`src/hdl/casm_pkg.sv`:
```
// Constants for the codec audio serial master.
// Assumes a single system clock; all rates are given in kHz.
package casm_pkg;
  // ---------------------------------------------------------------
  // Rates
  // ---------------------------------------------------------------
  localparam int unsigned SYS_CLK_KHZ = 20000;
  localparam int unsigned FS_KHZ = 8;
  localparam int unsigned MCLK_PER_FS = 256;
  localparam int unsigned BCLK_PER_FS = 32;
  localparam int unsigned MCLK_KHZ = MCLK_PER_FS * FS_KHZ;
  localparam int unsigned BCLK_KHZ = BCLK_PER_FS * FS_KHZ;
  // Main clock half-period ticks per system clock, as a ratio
  localparam int unsigned ACC_W = 15;
  localparam logic [14:0] ACC_STEP = 15'(2 * MCLK_KHZ);
  localparam logic [14:0] ACC_MOD = 15'(SYS_CLK_KHZ);
  // ---------------------------------------------------------------
  // Frame layout
  // ---------------------------------------------------------------
  localparam int unsigned SAMPLE_W = 16;
  localparam int unsigned PHASE_W = 9;
  localparam logic [3:0] HALF_RISE = 4'h7;
  localparam logic [3:0] HALF_FALL = 4'hF;
  localparam logic [3:0] SLOT_LOAD = 4'h1;
  localparam logic [3:0] SLOT_DONE = 4'h0;
  localparam logic [4:0] SLOT_LEFT_DONE = 5'h10;
  localparam logic [4:0] SLOT_RIGHT_DONE = 5'h00;
  localparam logic [4:0] SLOT_LEFT_LOAD = 5'h01;
  // ---------------------------------------------------------------
  // Reset values
  // ---------------------------------------------------------------
  localparam logic [14:0] ACC_RST = 15'h0000;
  localparam logic [8:0] PHASE_RST = 9'h000;
  localparam logic [15:0] SAMPLE_RST = 16'h0000;
endpackage

```
`src/hdl/casm_codec_audio_serial_master.sv`:
```
// Audio serial port master toward an external codec, standard framing.
// Assumes clk_sys at 20 MHz and a codec acting as serial slave.
// Summary of operation
// - Device drives bit clock and word select
// - Continuous main clock at 256 times sample rate
// - Standard framing, 8 kHz samples, 256 kHz bit clock
// - Two 16-bit channels, 32 bit clocks per frame
// - Bit clock duty cycle fifty percent
// - Received left samples stored as microphone buffer
`timescale 1ns/1ps
`default_nettype none
module casm_codec_audio_serial_master #(
  parameter int unsigned SAMPLE_W = casm_pkg::SAMPLE_W
) (
  input wire logic clk_sys,
  input wire logic rst,
  input wire logic [SAMPLE_W-1:0] tx_left,
  input wire logic [SAMPLE_W-1:0] tx_right,
  output logic tx_take,
  output logic [SAMPLE_W-1:0] mic_left,
  output logic [SAMPLE_W-1:0] rx_right,
  output logic rx_valid,
  output logic main_clock_out,
  output logic bit_clock_out,
  output logic word_select_out,
  output logic serial_data_out,
  input wire logic serial_data_in
);
  // ---------------------------------------------------------------
  // State
  // ---------------------------------------------------------------
  logic [casm_pkg::ACC_W-1:0] acc_q, acc_d;
  logic [casm_pkg::PHASE_W-1:0] phase_q, phase_d;
  logic ws_q, ws_d;
  logic sdo_q, sdo_d;
  logic [SAMPLE_W-1:0] tx_sh_q, tx_sh_d;
  logic [SAMPLE_W-1:0] tx_hold_q, tx_hold_d;
  logic [SAMPLE_W-1:0] rx_sh_q, rx_sh_d;
  logic [SAMPLE_W-1:0] mic_q, mic_d;
  logic [SAMPLE_W-1:0] rxr_q, rxr_d;
  logic rxv_q, rxv_d;
  logic sdi_m_q, sdi_m_d;
  logic sdi_s_q, sdi_s_d;

  // ---------------------------------------------------------------
  // Decoded timing
  // ---------------------------------------------------------------
  logic [casm_pkg::ACC_W-1:0] acc_sum;
  logic tick;
  logic fall_edge;
  logic rise_edge;
  logic [4:0] slot_next;
  logic [4:0] slot_now;
  logic [SAMPLE_W-1:0] rx_word;
  logic load;
  logic load_left;

  // ---------------------------------------------------------------
  // Helpers
  // ---------------------------------------------------------------
  // Bit slot within the frame for a phase count
  function automatic logic [4:0] slot_of(
    input logic [casm_pkg::PHASE_W-1:0] phase
  );
    return phase[casm_pkg::PHASE_W-1 -: 5];
  endfunction

  // Half-bit position within the slot for a phase count
  function automatic logic [3:0] half_of(
    input logic [casm_pkg::PHASE_W-1:0] phase
  );
    return phase[3:0];
  endfunction

  // Shift a word up by one, entering a new bit at the bottom
  function automatic logic [SAMPLE_W-1:0] shift_in(
    input logic [SAMPLE_W-1:0] word,
    input logic bit_in
  );
    return {word[SAMPLE_W-2:0], bit_in};
  endfunction

  // ---------------------------------------------------------------
  // Rate generator
  // ---------------------------------------------------------------
  // Fractional divider: exact on average, edges jitter by one cycle
  always_comb begin
    acc_sum = acc_q + casm_pkg::ACC_STEP;
    tick = (acc_sum >= casm_pkg::ACC_MOD);
    acc_d = tick ? acc_sum - casm_pkg::ACC_MOD : acc_sum;
    phase_d = tick ? phase_q + 9'h001 : phase_q;
  end

  always_ff @(posedge clk_sys) begin
    if (rst) begin
      acc_q <= casm_pkg::ACC_RST;
      phase_q <= casm_pkg::PHASE_RST;
    end else begin
      acc_q <= acc_d;
      phase_q <= phase_d;
    end
  end

  // ---------------------------------------------------------------
  // Bit clock edges
  // ---------------------------------------------------------------
  always_comb begin
    fall_edge = tick && (half_of(phase_q) == casm_pkg::HALF_FALL);
    rise_edge = tick && (half_of(phase_q) == casm_pkg::HALF_RISE);
    slot_next = slot_of(phase_d);
    slot_now = slot_of(phase_q);
  end

  // ---------------------------------------------------------------
  // Transmit side
  // ---------------------------------------------------------------
  always_comb begin
    ws_d = ws_q;
    sdo_d = sdo_q;
    tx_sh_d = tx_sh_q;
    tx_hold_d = tx_hold_q;
    load = 1'b0;
    load_left = 1'b0;
    tx_take = 1'b0;
    // Select and data move only on the falling bit clock edge
    if (fall_edge) begin
      // Select leads each word by one bit: high for slots 16 to 31
      ws_d = slot_next[4];
      load = (slot_next[3:0] == casm_pkg::SLOT_LOAD);
      load_left = (slot_next == casm_pkg::SLOT_LEFT_LOAD);
      if (load_left) begin
        // Right word is held so both halves come from one frame
        tx_take = 1'b1;
        tx_hold_d = tx_right;
        sdo_d = tx_left[SAMPLE_W-1];
        tx_sh_d = shift_in(tx_left, 1'b0);
      end else if (load) begin
        sdo_d = tx_hold_q[SAMPLE_W-1];
        tx_sh_d = shift_in(tx_hold_q, 1'b0);
      end else begin
        sdo_d = tx_sh_q[SAMPLE_W-1];
        tx_sh_d = shift_in(tx_sh_q, 1'b0);
      end
    end
  end

  always_ff @(posedge clk_sys) begin
    if (rst) begin
      ws_q <= 1'b0;
      sdo_q <= 1'b0;
      tx_sh_q <= casm_pkg::SAMPLE_RST;
      tx_hold_q <= casm_pkg::SAMPLE_RST;
    end else begin
      ws_q <= ws_d;
      sdo_q <= sdo_d;
      tx_sh_q <= tx_sh_d;
      tx_hold_q <= tx_hold_d;
    end
  end

  // ---------------------------------------------------------------
  // Input synchroniser
  // ---------------------------------------------------------------
  // Codec data is launched off our bit clock but reaches us unclocked
  always_comb begin
    sdi_m_d = serial_data_in;
    sdi_s_d = sdi_m_q;
  end

  always_ff @(posedge clk_sys) begin
    if (rst) begin
      sdi_m_q <= 1'b0;
      sdi_s_q <= 1'b0;
    end else begin
      sdi_m_q <= sdi_m_d;
      sdi_s_q <= sdi_s_d;
    end
  end

  // ---------------------------------------------------------------
  // Receive side
  // ---------------------------------------------------------------
  // Capture on the rising bit clock edge, mid-bit
  always_comb begin
    rx_word = shift_in(rx_sh_q, sdi_s_q);
    rx_sh_d = rx_sh_q;
    mic_d = mic_q;
    rxr_d = rxr_q;
    rxv_d = 1'b0;
    if (rise_edge) begin
      rx_sh_d = rx_word;
      if (slot_now == casm_pkg::SLOT_LEFT_DONE) begin
        mic_d = rx_word;
      end else if (slot_now == casm_pkg::SLOT_RIGHT_DONE) begin
        rxr_d = rx_word;
        rxv_d = 1'b1;
      end
    end
  end

  always_ff @(posedge clk_sys) begin
    if (rst) begin
      rx_sh_q <= casm_pkg::SAMPLE_RST;
      mic_q <= casm_pkg::SAMPLE_RST;
      rxr_q <= casm_pkg::SAMPLE_RST;
      rxv_q <= 1'b0;
    end else begin
      rx_sh_q <= rx_sh_d;
      mic_q <= mic_d;
      rxr_q <= rxr_d;
      rxv_q <= rxv_d;
    end
  end

  // ---------------------------------------------------------------
  // Outputs
  // ---------------------------------------------------------------

  // Clocks come straight from the phase counter flops
  assign main_clock_out = phase_q[0];
  assign bit_clock_out = phase_q[3];
  assign word_select_out = ws_q;
  assign serial_data_out = sdo_q;
  assign mic_left = mic_q;
  assign rx_right = rxr_q;
  assign rx_valid = rxv_q;
endmodule // casm_codec_audio_serial_master
`default_nettype wire

```
`config.mk`:
```
export PLATFORM = sky130hd
export DESIGN_NAME = casm_codec_audio_serial_master
export DESIGN_NICKNAME = d
export VERILOG_FILES = /design/src/hdl/casm_pkg.sv /design/src/hdl/casm_codec_audio_serial_master.sv
export SDC_FILE = /design/constraint.sdc
export NUM_CORES = 1
export LEC_CHECK = 0
export ABC_AREA = 1
export BUFFER_PORTS_ARGS = -buffer_cell sky130_fd_sc_hd__buf_2
export CAP_MARGIN = 20
export CORE_MARGIN = 2
export CORE_UTILIZATION = 58
export CTS_BUF_LIST = sky130_fd_sc_hd__clkbuf_8
export DETAILED_ROUTE_END_ITERATION = 10
export GPL_TIMING_DRIVEN = 0
export PLACE_DENSITY = 0.9
export SLEW_MARGIN = 15
export SYNTH_ARGS = -nofsm -noshare
export SYNTH_HDL_FRONTEND = slang
export SYNTH_SLANG_ARGS = --single-unit
```
`constraint.sdc`:
```
create_clock -name clk_sys -period 3.06 [get_ports clk_sys]
set_input_delay 0.612 -clock clk_sys [delete_from_list [all_inputs] [get_ports clk_sys]]
set_output_delay 0.612 -clock clk_sys [all_outputs]
set_load 0.02 [all_outputs]
```
==> out/results.tsv, run 1 <==
stage	metric	value	unit
clock_network	worst skew pair latency	390	ps
placed_design	DP Worst Slack	280	ps
yosys	top cells by count, synth	nand2_1 (109), dfxtp_1 (102), nor2_1 (79)	
yosys	Yosys top cell area share	0.448	
sta	final setup fails	0	
sta	Tmin final	2900	ps
routing	initial DRC count	327	
hold_path	Hold/Removal Path Class	reg2reg	
critical_path	CP arrival	2280	ps
pwr	Sw Pwr	0.909	mW
sta	final worst slack	164	ps
sta	Final Skew	14.8	ps
pwr	Flop pwr share	0.510	
routing	antenna-violating nets left	0	
yosys	Syn Area/Cell	7.46	µm²
placed_design	gpl congestion	0.878	
routing	final wirelength	11100	µm
critical_path	depth of the most critical reg-to-reg path	16	
global_routing	GR Util All Layers	0.261	
routing	via count	4357	
yosys	synthesized flop and latch total	102	
global_routing	first-pass GRT wire length	18100	µm
placed_design	Final HPWL DP	7930	µm
global_routing	initial antenna violation count	0	
global_routing	vias in the first global route	3960	
critical_path	CP endpoint	tx_take	
pwr	Clk pwr share	0.312	
critical_path	worst-path maximum fanout	17	
critical_path	Critical Path Max Stage Delay	390	ps
outcome	status	complete, no violations	
clock_network	CTS tree	yes	
finish	Multi-input gate area	2130	µm²
pwr	Sw Share	0.323	
pwr	maximum vdd drop	0.301	mV
yosys	Post-synth EDFFs	0	
global_routing	grt total ovfl	0	
yosys	top-count cell post-synth	nand2_1	
yosys	dominant synthesized flop cell	dfxtp_1	
pwr	Internal Power	1.91	mW
critical_path	Crit Path Class	reg2out	
critical_path	crit end category	output port	
critical_path	Required @ worst endpoint	2450	ps
critical_path	FF-to-FF setup slack	760	ps
sta	Final Hold Fails	0	
clock_network	Clk pin slew, worst setup/hold paths	110	ps
finish	final instance area	5360	µm²
finish	Nets	740	
sta	Max-slew headroom	0.530	
finish	Area growth syn-to-layout	17.6	%
clock_network	TritonCTS buffer count	9	
yosys	asr flop ratio synth	0	
pwr	Cell Pwr Density	526	nW/µm²
floorplanning	Die X	92.6	µm
yosys	sequential-to-total area share from yosys stat	0.448	
clock_network	clock buffer depth	2	
floorplanning	# rows	32	
critical_path	CP top delay family	simple AND/OR/NAND/NOR gates	
critical_path	Slowest-stage cell, CP	dfxtp_2	
clock_network	CTS root buf	clkbuf_8	
critical_path	worst setup path start	phase_q[0]$_SDFFE_PP0N_	
yosys	Cell Area, Synth	4560	µm²
routing	detailed-route wire length per cell	13.8	µm
yosys	syn nets	650	
floorplanning	core area	7690	µm²
critical_path	cell chain of the critical path	ha_2 -> nand3_2 -> nor2_2 -> xor2_1 -> nand3_1 -> nand2_2 -> nor2_8 -> nand2_4 -> inv_4 -> nand2_8 -> inv_1 -> buf_4	
clock_network	H-tree depth	3	
global_routing	largest net degree at the start of global routing	22	
sta	count of pins over their slew limit	0	
routing	# DRC	0	
yosys	Ys Warns	0	
yosys	Synth area leader	dfxtp_1	
job	max-cap viol count	0	
floorplanning	Top Ports	73	
critical_path	Reg2Reg Capture Point	tx_sh_q[7]$_SDFFE_PP0P_	
placed_design	placed cell area	5040	µm²
finish	share of cells above drive strength 1	0.245	
critical_path	Critical R2R Launch	acc_q[5]$_SDFFE_PP0N_	
pwr	Comb power frac	0.178	
clock_network	Clock Sink Count	102	
pwr	Total Power	2.82	mW
critical_path	Setup crit start kind	flop	
floorplanning	Die Area	8580	µm²
placed_design	I/O Buffers	71	
sta	Worst Tran Pin Value	706	ps
critical_path	Bufs and invs on worst path	3	
yosys	Mapped Cells	611	
routing	Via density	5.39	
sta	crit share post-route	0.946	
finish	Antenna Cells	0	
yosys	Area contributors post-synth	dfxtp_1 (45%), nand2_1 (9.0%), nor2_1 (6.5%)	
routing	DR pass1 iterations	5	
pwr	Lkg Pwr	2.40	nW
critical_path	Levels on crit path	12	
sta	Max Freq	345	MHz
floorplanning	Initial Utilization	0.593	
floorplanning	overall die height	92.6	µm
yosys	Netlist cell types	34	
finish	storage element area	2050	µm²
finish	number of fill cells in the layout	590	
## how the worst min path moves through the flow
stage                             startpoint            endpoint  slack, ps  cells after the start
final                     sdi_m_q$_SDFF_PP0_  sdi_s_q$_SDFF_PP0_        410                      2
after global routing      sdi_m_q$_SDFF_PP0_  sdi_s_q$_SDFF_PP0_        410                      2
after CTS                 sdi_m_q$_SDFF_PP0_  sdi_s_q$_SDFF_PP0_        410                      2
after detailed placement  sdi_m_q$_SDFF_PP0_  sdi_s_q$_SDFF_PP0_        390                      2
after global placement    sdi_m_q$_SDFF_PP0_  sdi_s_q$_SDFF_PP0_        390                      2
after floorplan           sdi_m_q$_SDFF_PP0_  sdi_s_q$_SDFF_PP0_        390                      2
## worst reg2reg max path, cell delays in order (launching register included)
cell	delay, ps
dfxtp_2	350
inv_1	70
ha_2	190
nand2_2	90
a21boi_4	180
nand2_4	100
nand2_4	120
nand2_1	60
nand2_1	60
inv_2	70
nor2_8	130
buf_4	160
buf_2	210
nand3_1	150
nand2_1	120
nand2_2	60
a21oi_2	110
## stage by stage
stage / hold slack (ps) / TNS (ps) / cells / utilization
final: 409 / 0 / 808 / 0.697
after global routing: 413 / -11.3 / 808 / 0.697
after CTS: 408 / 0 / 802 / 0.688
after detailed placement: 392 / 0 / 784 / 0.655
after global placement: 394 / 0 / 784 / 0.655
after floorplan: 388 / 0 / 611 / -
## layout make-up
| class | instances | area share |
|---|---|---|
| Sequential cell | 102 | 0.382 |
| Timing Repair Buffer | 80 | 0.0794 |
| Clock buffer | 9 | 0.0231 |
| Buffer | 32 | 0.0322 |
| Inverter | 63 | 0.0448 |
| Tap cell | 102 | 0.0238 |
| Clock inverter | 7 | 0.0168 |
| Multi-Input combinational cell | 413 | 0.397 |
## flip-flops by register name, summed over array words and instances (netlist names)
signal           count
phase_q              9
tx_sh_q             15
tx_hold_q           16
acc_q               10
rx_valid             1
mic_left            16
sdi_s_q              1
serial_data_out      1
rx_sh_q             15
word_select_out      1
sdi_m_q              1
rx_right            16
## cell families after synthesis
kind of cell	share of synthesized area
AND/OR/NAND/NOR	0.292
AO/OA/AOI/OAI	0.152
flip-flops	0.448
buffers and inverters	0.0917
adder cells (fa/ha/maj)	0.0110
XOR/XNOR	0.00577
## what timing repair did
| action | CTS | global route |
|---|---|---|
| buffers inserted | 3 | 6 |
| hold buffers | 0 | 0 |
| gates resized for setup | 6 | 9 |
| pin swaps | 2 | 5 |
| setup endpoints to repair | 1 | 1 |
## power groups by stage
stage | registers (mW) | logic, mW | clock network [mW]
finish | 1.44 | 0.501 | 0.879
global route | 1.45 | 0.564 | 0.934
CTS | 1.43 | 0.482 | 0.887
detailed placement | 1.46 | 0.456 | 0
global placement | 1.45 | 0.433 | 0
floorplan | 1.45 | 0.344 | 0
## cells in the final DEF, fill, tap and decap left out, types with 14 or more instances in the layout
cell	n
o21ai_0	48
nand2_1	109
nand3_1	35
nand4_1	17
inv_1	53
dfxtp_1	97
nand2_2	15
buf_2	79
nor2_1	78
clkbuf_1	15
a21oi_1	57
buf_4	14
## per-layer routing
metal / vias to the layer above / global-route usage / wire length, µm
met3: 21 / 0.0431 / 612
met1: 2033 / 0.355 / 4890
met4: 0 / 0.104 / 208
met2: 155 / 0.415 / 5410
li1: 2148 / - / -
met5: - / 0 / 0
Power figures use the tool's default switching activity.
==> run 2, diff against run 1 <==
Clock period 3.06 ns to 3.1 ns, I/O delays scaled along.
==> run 2 against run 1 <==
Effect of this change:
- flip-flop and latch count unchanged
- largest power group unchanged
- worst hold slack got worse by 0.98 ps
- highest routed layer unchanged
- cell count decreased by 0.50%
- register-to-register slack improved by 70 ps
- final area decreased by 0.70%
- critical path depth increased by 1
- first-iteration DRC count increased by 4.6%
- clock-buffer cell count unchanged
- sequential power about the same
- via count decreased by 1.2%
==> out/results.tsv, run 2 (synthesized netlist as in run 1, its figures left out) <==
stage	metric	value	unit	change
sta	crit share post-route	0.940		
critical_path	Required @ worst endpoint	2480	ps	+30 ps
floorplanning	Initial Utilization	0.593		unchanged
pwr	Cell Pwr Density	523	nW/µm²	-0.62%
routing	DR pass1 iterations	5		unchanged
floorplanning	Top Ports	73		unchanged
floorplanning	core area	7690	µm²	unchanged
sta	Final Skew	16.9	ps	+2.12 ps
routing	final wirelength	10800	µm	-2.5%
job	max-cap viol count	0		unchanged
placed_design	gpl congestion	0.878		unchanged
sta	final setup TNS	0	ps	unchanged
routing	antenna-violating nets left	0		unchanged
finish	Antenna Cells	0		unchanged
global_routing	largest net degree at the start of global routing	22		unchanged
clock_network	clock buffer depth	2		unchanged
clock_network	worst skew pair latency	390	ps	about the same
sta	final setup fails	0		unchanged
placed_design	I/O Buffers	71		unchanged
clock_network	H-tree depth	3		unchanged
sta	Worst Tran Pin Value	702	ps	-3.58 ps
sta	count of pins over their slew limit	0		unchanged
pwr	Total Power	2.78	mW	-1.3%
finish	Multi-input gate area	2130	µm²	-0.12%
hold_path	Hold/Removal Path Class	reg2reg		
routing	met3 routed WL	580	µm	-5.2%
sta	Max-slew headroom	0.532		+0.00239
finish	commonest cells after routing, fill and taps aside	nand2_1 (109), dfxtp_1 (99), buf_2 (80)		
finish	Nets	736		-0.54%
floorplanning	overall die height	92.6	µm	unchanged
routing	initial DRC count	342		+4.6%
clock_network	Clk pin slew, worst setup/hold paths	110	ps	about the same
clock_network	CTS root buf	clkbuf_8		
pwr	Lkg Pwr	2.39	nW	-0.78%
critical_path	crit end category	output port		
finish	most common cell after layout, fill and taps aside	nand2_1		
sta	Final Hold Fails	0		unchanged
sta	final worst slack	187	ps	+22.9 ps
critical_path	worst-path maximum fanout	17		unchanged
global_routing	grt total ovfl	0		unchanged
critical_path	Setup crit start kind	flop		
outcome	status	complete, no violations		
floorplanning	Die X	92.6	µm	unchanged
routing	via count	4303		-1.2%
finish	number of fill cells in the layout	600		+1.7%
finish	Area growth syn-to-layout	16.8	%	
routing	top routing layer used	met4		
clock_network	CTS tree	yes		
clock_network	Clock Sink Count	102		unchanged
placed_design	Final HPWL DP	7930	µm	unchanged
global_routing	GR Util All Layers	0.261		unchanged
global_routing	first-pass GRT wire length	18100	µm	unchanged
finish	share of cells above drive strength 1	0.236		-0.00858
floorplanning	Die Area	8580	µm²	unchanged
floorplanning	# rows	32		unchanged
critical_path	CP arrival	2290	ps	about the same
routing	# DRC	0		unchanged
routing	Via density	5.35		-0.75%
sta	Tmin final	2910	ps	
routing	detailed-route wire length per cell	13.5	µm	-2.0%
routing	wl on met1	4850	µm	-0.88%
clock_network	TritonCTS buffer count	9		unchanged
global_routing	initial antenna violation count	0		unchanged
sta	Max Freq	343	MHz	
placed_design	DP Worst Slack	312	ps	+32.0 ps
finish	storage element area	2050	µm²	-0.12%
sta	RSZ-0062 raised after global routing	false		
pwr	maximum vdd drop	0.299	mV	-0.65%
critical_path	Crit Path Class	reg2out		
routing	WL met2	5210	µm	-3.6%
global_routing	vias in the first global route	3960		unchanged
run 2: cell count changes in the layout (fill, tap and decap cells not counted):
cell | before | now
buf_2 | 79 | 80
buf_4 | 14 | 9
dfxtp_1 | 97 | 99
dfxtp_2 | 5 | 3
nor2_1 | 78 | 79
nor2_2 | 5 | 4
run 2: stage by stage:
stage	hold WS (ps)	util	instances	instance area, µm²
after floorplan	388	-	611	4560
after global placement	394	0.655	784	5040
after detailed placement	392	0.655	784	5040
after CTS	408	0.688	802	5290
after global routing	413	0.692	804	5320
final	408	0.692	804	5320
run 2: final cells by class:
class	count	area share
Clock inverter	7	0.0169
Sequential cell	102	0.385
Timing Repair Buffer	76	0.0738
Clock buffer	9	0.0233
Buffer	32	0.0325
Multi-Input combinational cell	413	0.400
Inverter	63	0.0452
Tap cell	102	0.0240
run 2: final timing paths:
check                                     startpoint                      end  slack (ps)  cells after the start
worst min register to register    sdi_m_q$_SDFF_PP0_       sdi_s_q$_SDFF_PP0_         410                      2
worst max register to register  acc_q[12]$_SDFF_PP0_  tx_sh_q[7]$_SDFFE_PP0P_         830                     14
worst min-delay path              sdi_m_q$_SDFF_PP0_       sdi_s_q$_SDFF_PP0_         410                      2
worst max-delay path            acc_q[12]$_SDFF_PP0_                  tx_take         190                     13
run 2: report_power, final:
part           internal [mW]  switching (mW)
clock network          0.328           0.541
registers               1.37          0.0505
logic                  0.190           0.306
run 2: timing repair:
action                     4_1_cts  5_1_grt
pin swaps                        2        2
hold buffers                     0        0
setup endpoints to repair        1        1
setup buffers                    3        2
resized for setup                6        5
run 2: worst max-delay path: stages (launching register included):
cell and delay (ps):
dfxtp_1 370, ha_1 360, nor2_2 170, nand2_4 100, nand2_4 110, nand2_1 60
nand2_1 70, inv_2 70, nor2_8 130, nand2_4 100, inv_4 90, nand2_8 90
inv_1 60, buf_2 150
run 2: per-layer routing:
metal / vias up / GRT usage
li1: 2144 / -
met1: 2015 / 0.355
met2: 127 / 0.415
met3: 17 / 0.0431
met4: 0 / 0.104
met5: - / 0
==> run 3, diff against run 2 <==
Settings changed: CORE_UTILIZATION 58 to 61, PLACE_DENSITY 0.9 to 0.93.
Clock period 3.1 ns to 3.6 ns, I/O delays scaled along.
==> run 3 against run 2 <==
Effect of this change:
- first-iteration DRC count up 29%
- routed wire length up 5.7%
- clock skew down 3.7 ps
- largest cell class unchanged
- largest power group unchanged
==> out/results.tsv, run 3 (synthesized netlist as in run 1, its figures left out) <==
stage	metric	value	unit	change
critical_path	Critical R2R Launch	acc_q[12]$_SDFF_PP0_		
critical_path	worst-path maximum fanout	10		-7
finish	number of fill cells in the layout	550		-8.3%
sta	worst hold margin	406	ps	-2.15 ps
critical_path	Setup crit start kind	flop		
clock_network	H-tree depth	3		unchanged
global_routing	largest net degree at the start of global routing	21		-4.5%
sta	Max Freq	302	MHz	
clock_network	postcts setup bufs	0		-3
critical_path	Critical Path Max Stage Delay	370	ps	about the same
routing	wl on met1	4580	µm	-5.6%
routing	# DRC	0		unchanged
job	max-cap viol count	0		unchanged
finish	Antenna Cells	0		unchanged
routing	DR pass1 iterations	5		unchanged
critical_path	cell chain of the critical path	ha_1 -> xnor2_1 -> inv_1 -> nand2_4 -> nand2_1 -> nand2_1 -> inv_2 -> nor2_8 -> nand2_4 -> inv_2 -> nand2_2 -> buf_4 -> inv_1 -> buf_2		
floorplanning	Die X	90.4	µm	-2.4%
clock_network	TritonCTS buffer count	9		unchanged
finish	Nets	732		-0.54%
critical_path	Required @ worst endpoint	2880	ps	+400 ps
floorplanning	overall die height	90.4	µm	-2.4%
sta	Worst Tran Pin Value	715	ps	+12.9 ps
routing	WL met2	5750	µm	+10%
sta	final worst slack	293	ps	+106 ps
global_routing	first-pass GRT wire length	18900	µm	+4.1%
clock_network	Clock Sink Count	102		unchanged
critical_path	CP arrival	2590	ps	+300 ps
sta	count of pins over their slew limit	0		unchanged
finish	share of cells above drive strength 1	0.223		-0.0130
placed_design	DP Worst Slack	625	ps	+313 ps
floorplanning	Initial Utilization	0.628		+0.0355
clock_network	clock buffer depth	2		unchanged
sta	RSZ-0062 raised after global routing	false		
placed_design	I/O Buffers	71		unchanged
sta	Final Hold Fails	0		unchanged
finish	most common cell after layout, fill and taps aside	nand2_1		
critical_path	Crit Path Class	reg2out		
sta	crit share post-route	0.919		
clock_network	CTS tree	yes		
hold_path	Worst Hold End	sdi_s_q$_SDFF_PP0_		
clock_network	Clk pin slew, worst setup/hold paths	110	ps	about the same
critical_path	Slowest-stage cell, CP	dfxtp_1		
critical_path	Reg2Reg Capture Point	mic_left[1]$_SDFFE_PP0P_		
routing	detailed-route wire length per cell	14.4	µm	+6.6%
finish	commonest cells after routing, fill and taps aside	nand2_1 (109), dfxtp_1 (101), buf_2 (80)		
sta	final setup fails	0		unchanged
placed_design	gpl congestion	0.901		+2.6%
outcome	status	complete, no violations		
sta	Tmin final	3310	ps	
floorplanning	Top Ports	73		unchanged
global_routing	initial antenna violation count	0		unchanged
floorplanning	core area	7250	µm²	-5.6%
critical_path	depth of the most critical reg-to-reg path	11		-3
clock_network	CTS root buf	clkbuf_8		
critical_path	worst setup path start	acc_q[12]$_SDFF_PP0_		
clock_network	cts hold-fix bufs	0		unchanged
pwr	maximum vdd drop	0.278	mV	-7.0%
routing	Via density	5.50		+2.8%
placed_design	Final HPWL DP	8130	µm	+2.5%
finish	Area growth syn-to-layout	15.0	%	
global_routing	grt total ovfl	0		unchanged
routing	met3 routed WL	927	µm	+60%
sta	Final Skew	13.2	ps	-3.71 ps
critical_path	crit end category	output port		
hold_path	Hold/Removal Path Class	reg2reg		
hold_path	Hold Startpoint	sdi_m_q$_SDFF_PP0_		
clock_network	Resize count post-CTS	0		-6
routing	antenna-violating nets left	0		unchanged
routing	via count	4384		+1.9%
pwr	Lkg Pwr	2.36	nW	-1.0%
pwr	Cell Pwr Density	448	nW/µm²	-14%
sta	Max-slew headroom	0.523		-0.00860
floorplanning	Die Area	8180	µm²	-4.7%
global_routing	vias in the first global route	4105		+3.7%
clock_network	worst skew pair latency	390	ps	about the same
global_routing	GR Util All Layers	0.283		+0.0223
critical_path	FF-to-FF setup slack	1230	ps	+400 ps
sta	final setup TNS	0	ps	unchanged
routing	initial DRC count	440		+29%
routing	top routing layer used	met4		
floorplanning	# rows	31		-3.1%
hold_path	Worst Hold Depth	2		unchanged
routing	final wirelength	11500	µm	+5.7%
==> run 3: changes by cell type in the layout (fill, tap and decap cells not counted), moves of 2 or more <==
cell | before | now
dfxtp_1 | 99 | 101
dfxtp_2 | 3 | 1
buf_4 | 9 | 5
clkinv_8 | 3 | 1
inv_6 | 2 | 0
inv_8 | 0 | 4
==> run 3: power by group <==
| part | switching, mW | total (mW) | internal, mW |
|---|---|---|---|
| Combinational | 0.260 | 0.396 | 0.137 |
| Sequential | 0.0425 | 1.22 | 1.17 |
| Clock | 0.459 | 0.736 | 0.276 |
| Total | 0.761 | 2.35 | 1.59 |
==> run 3: worst max-delay path, delay by kind of cell (launching register included) <==
| kind | cells | cell delay, ps |
|---|---|---|
| fa+ha+maj | 1 | 240 |
| flops | 1 | 370 |
| simple gates | 6 | 650 |
| xor+xnor | 1 | 210 |
| buf+inv | 6 | 730 |
==> run 3: worst max path at each step <==
stage	slack, ps	to
after floorplan	890	tx_take
after global placement	750	tx_take
after detailed placement	630	tx_take
after CTS	190	tx_take
after global routing	70	tx_take
final	290	tx_take
==> run 3: final cells by class <==
cell class	count	area, µm²	share of cell area
buffer	33	180	0.0344
clock buffer	9	124	0.0236
clock inverter	7	76.3	0.0146
inverter	63	238	0.0454
multi-input combinational	413	2100	0.401
sequential	102	2040	0.390
tap	99	124	0.0236
timing repair buffer	71	355	0.0678
==> run 3: per-stage QoR <==
step                power [mW]   util  cell area [µm²]  cells
global route              2.45  0.722             5240    797
detailed placement        1.63  0.694             5030    781
CTS                       2.35  0.722             5240    797
global placement          1.60  0.694             5030    781
finish                    2.35  0.722             5240    797
floorplan                 1.53      -             4560    611
==> run 3: layer usage <==
layer,vias to the layer above,track usage
met2,210,0.491
li1,2138,-
met1,2008,0.348
met4,0,0.0795
met3,28,0.0735
met5,-,0
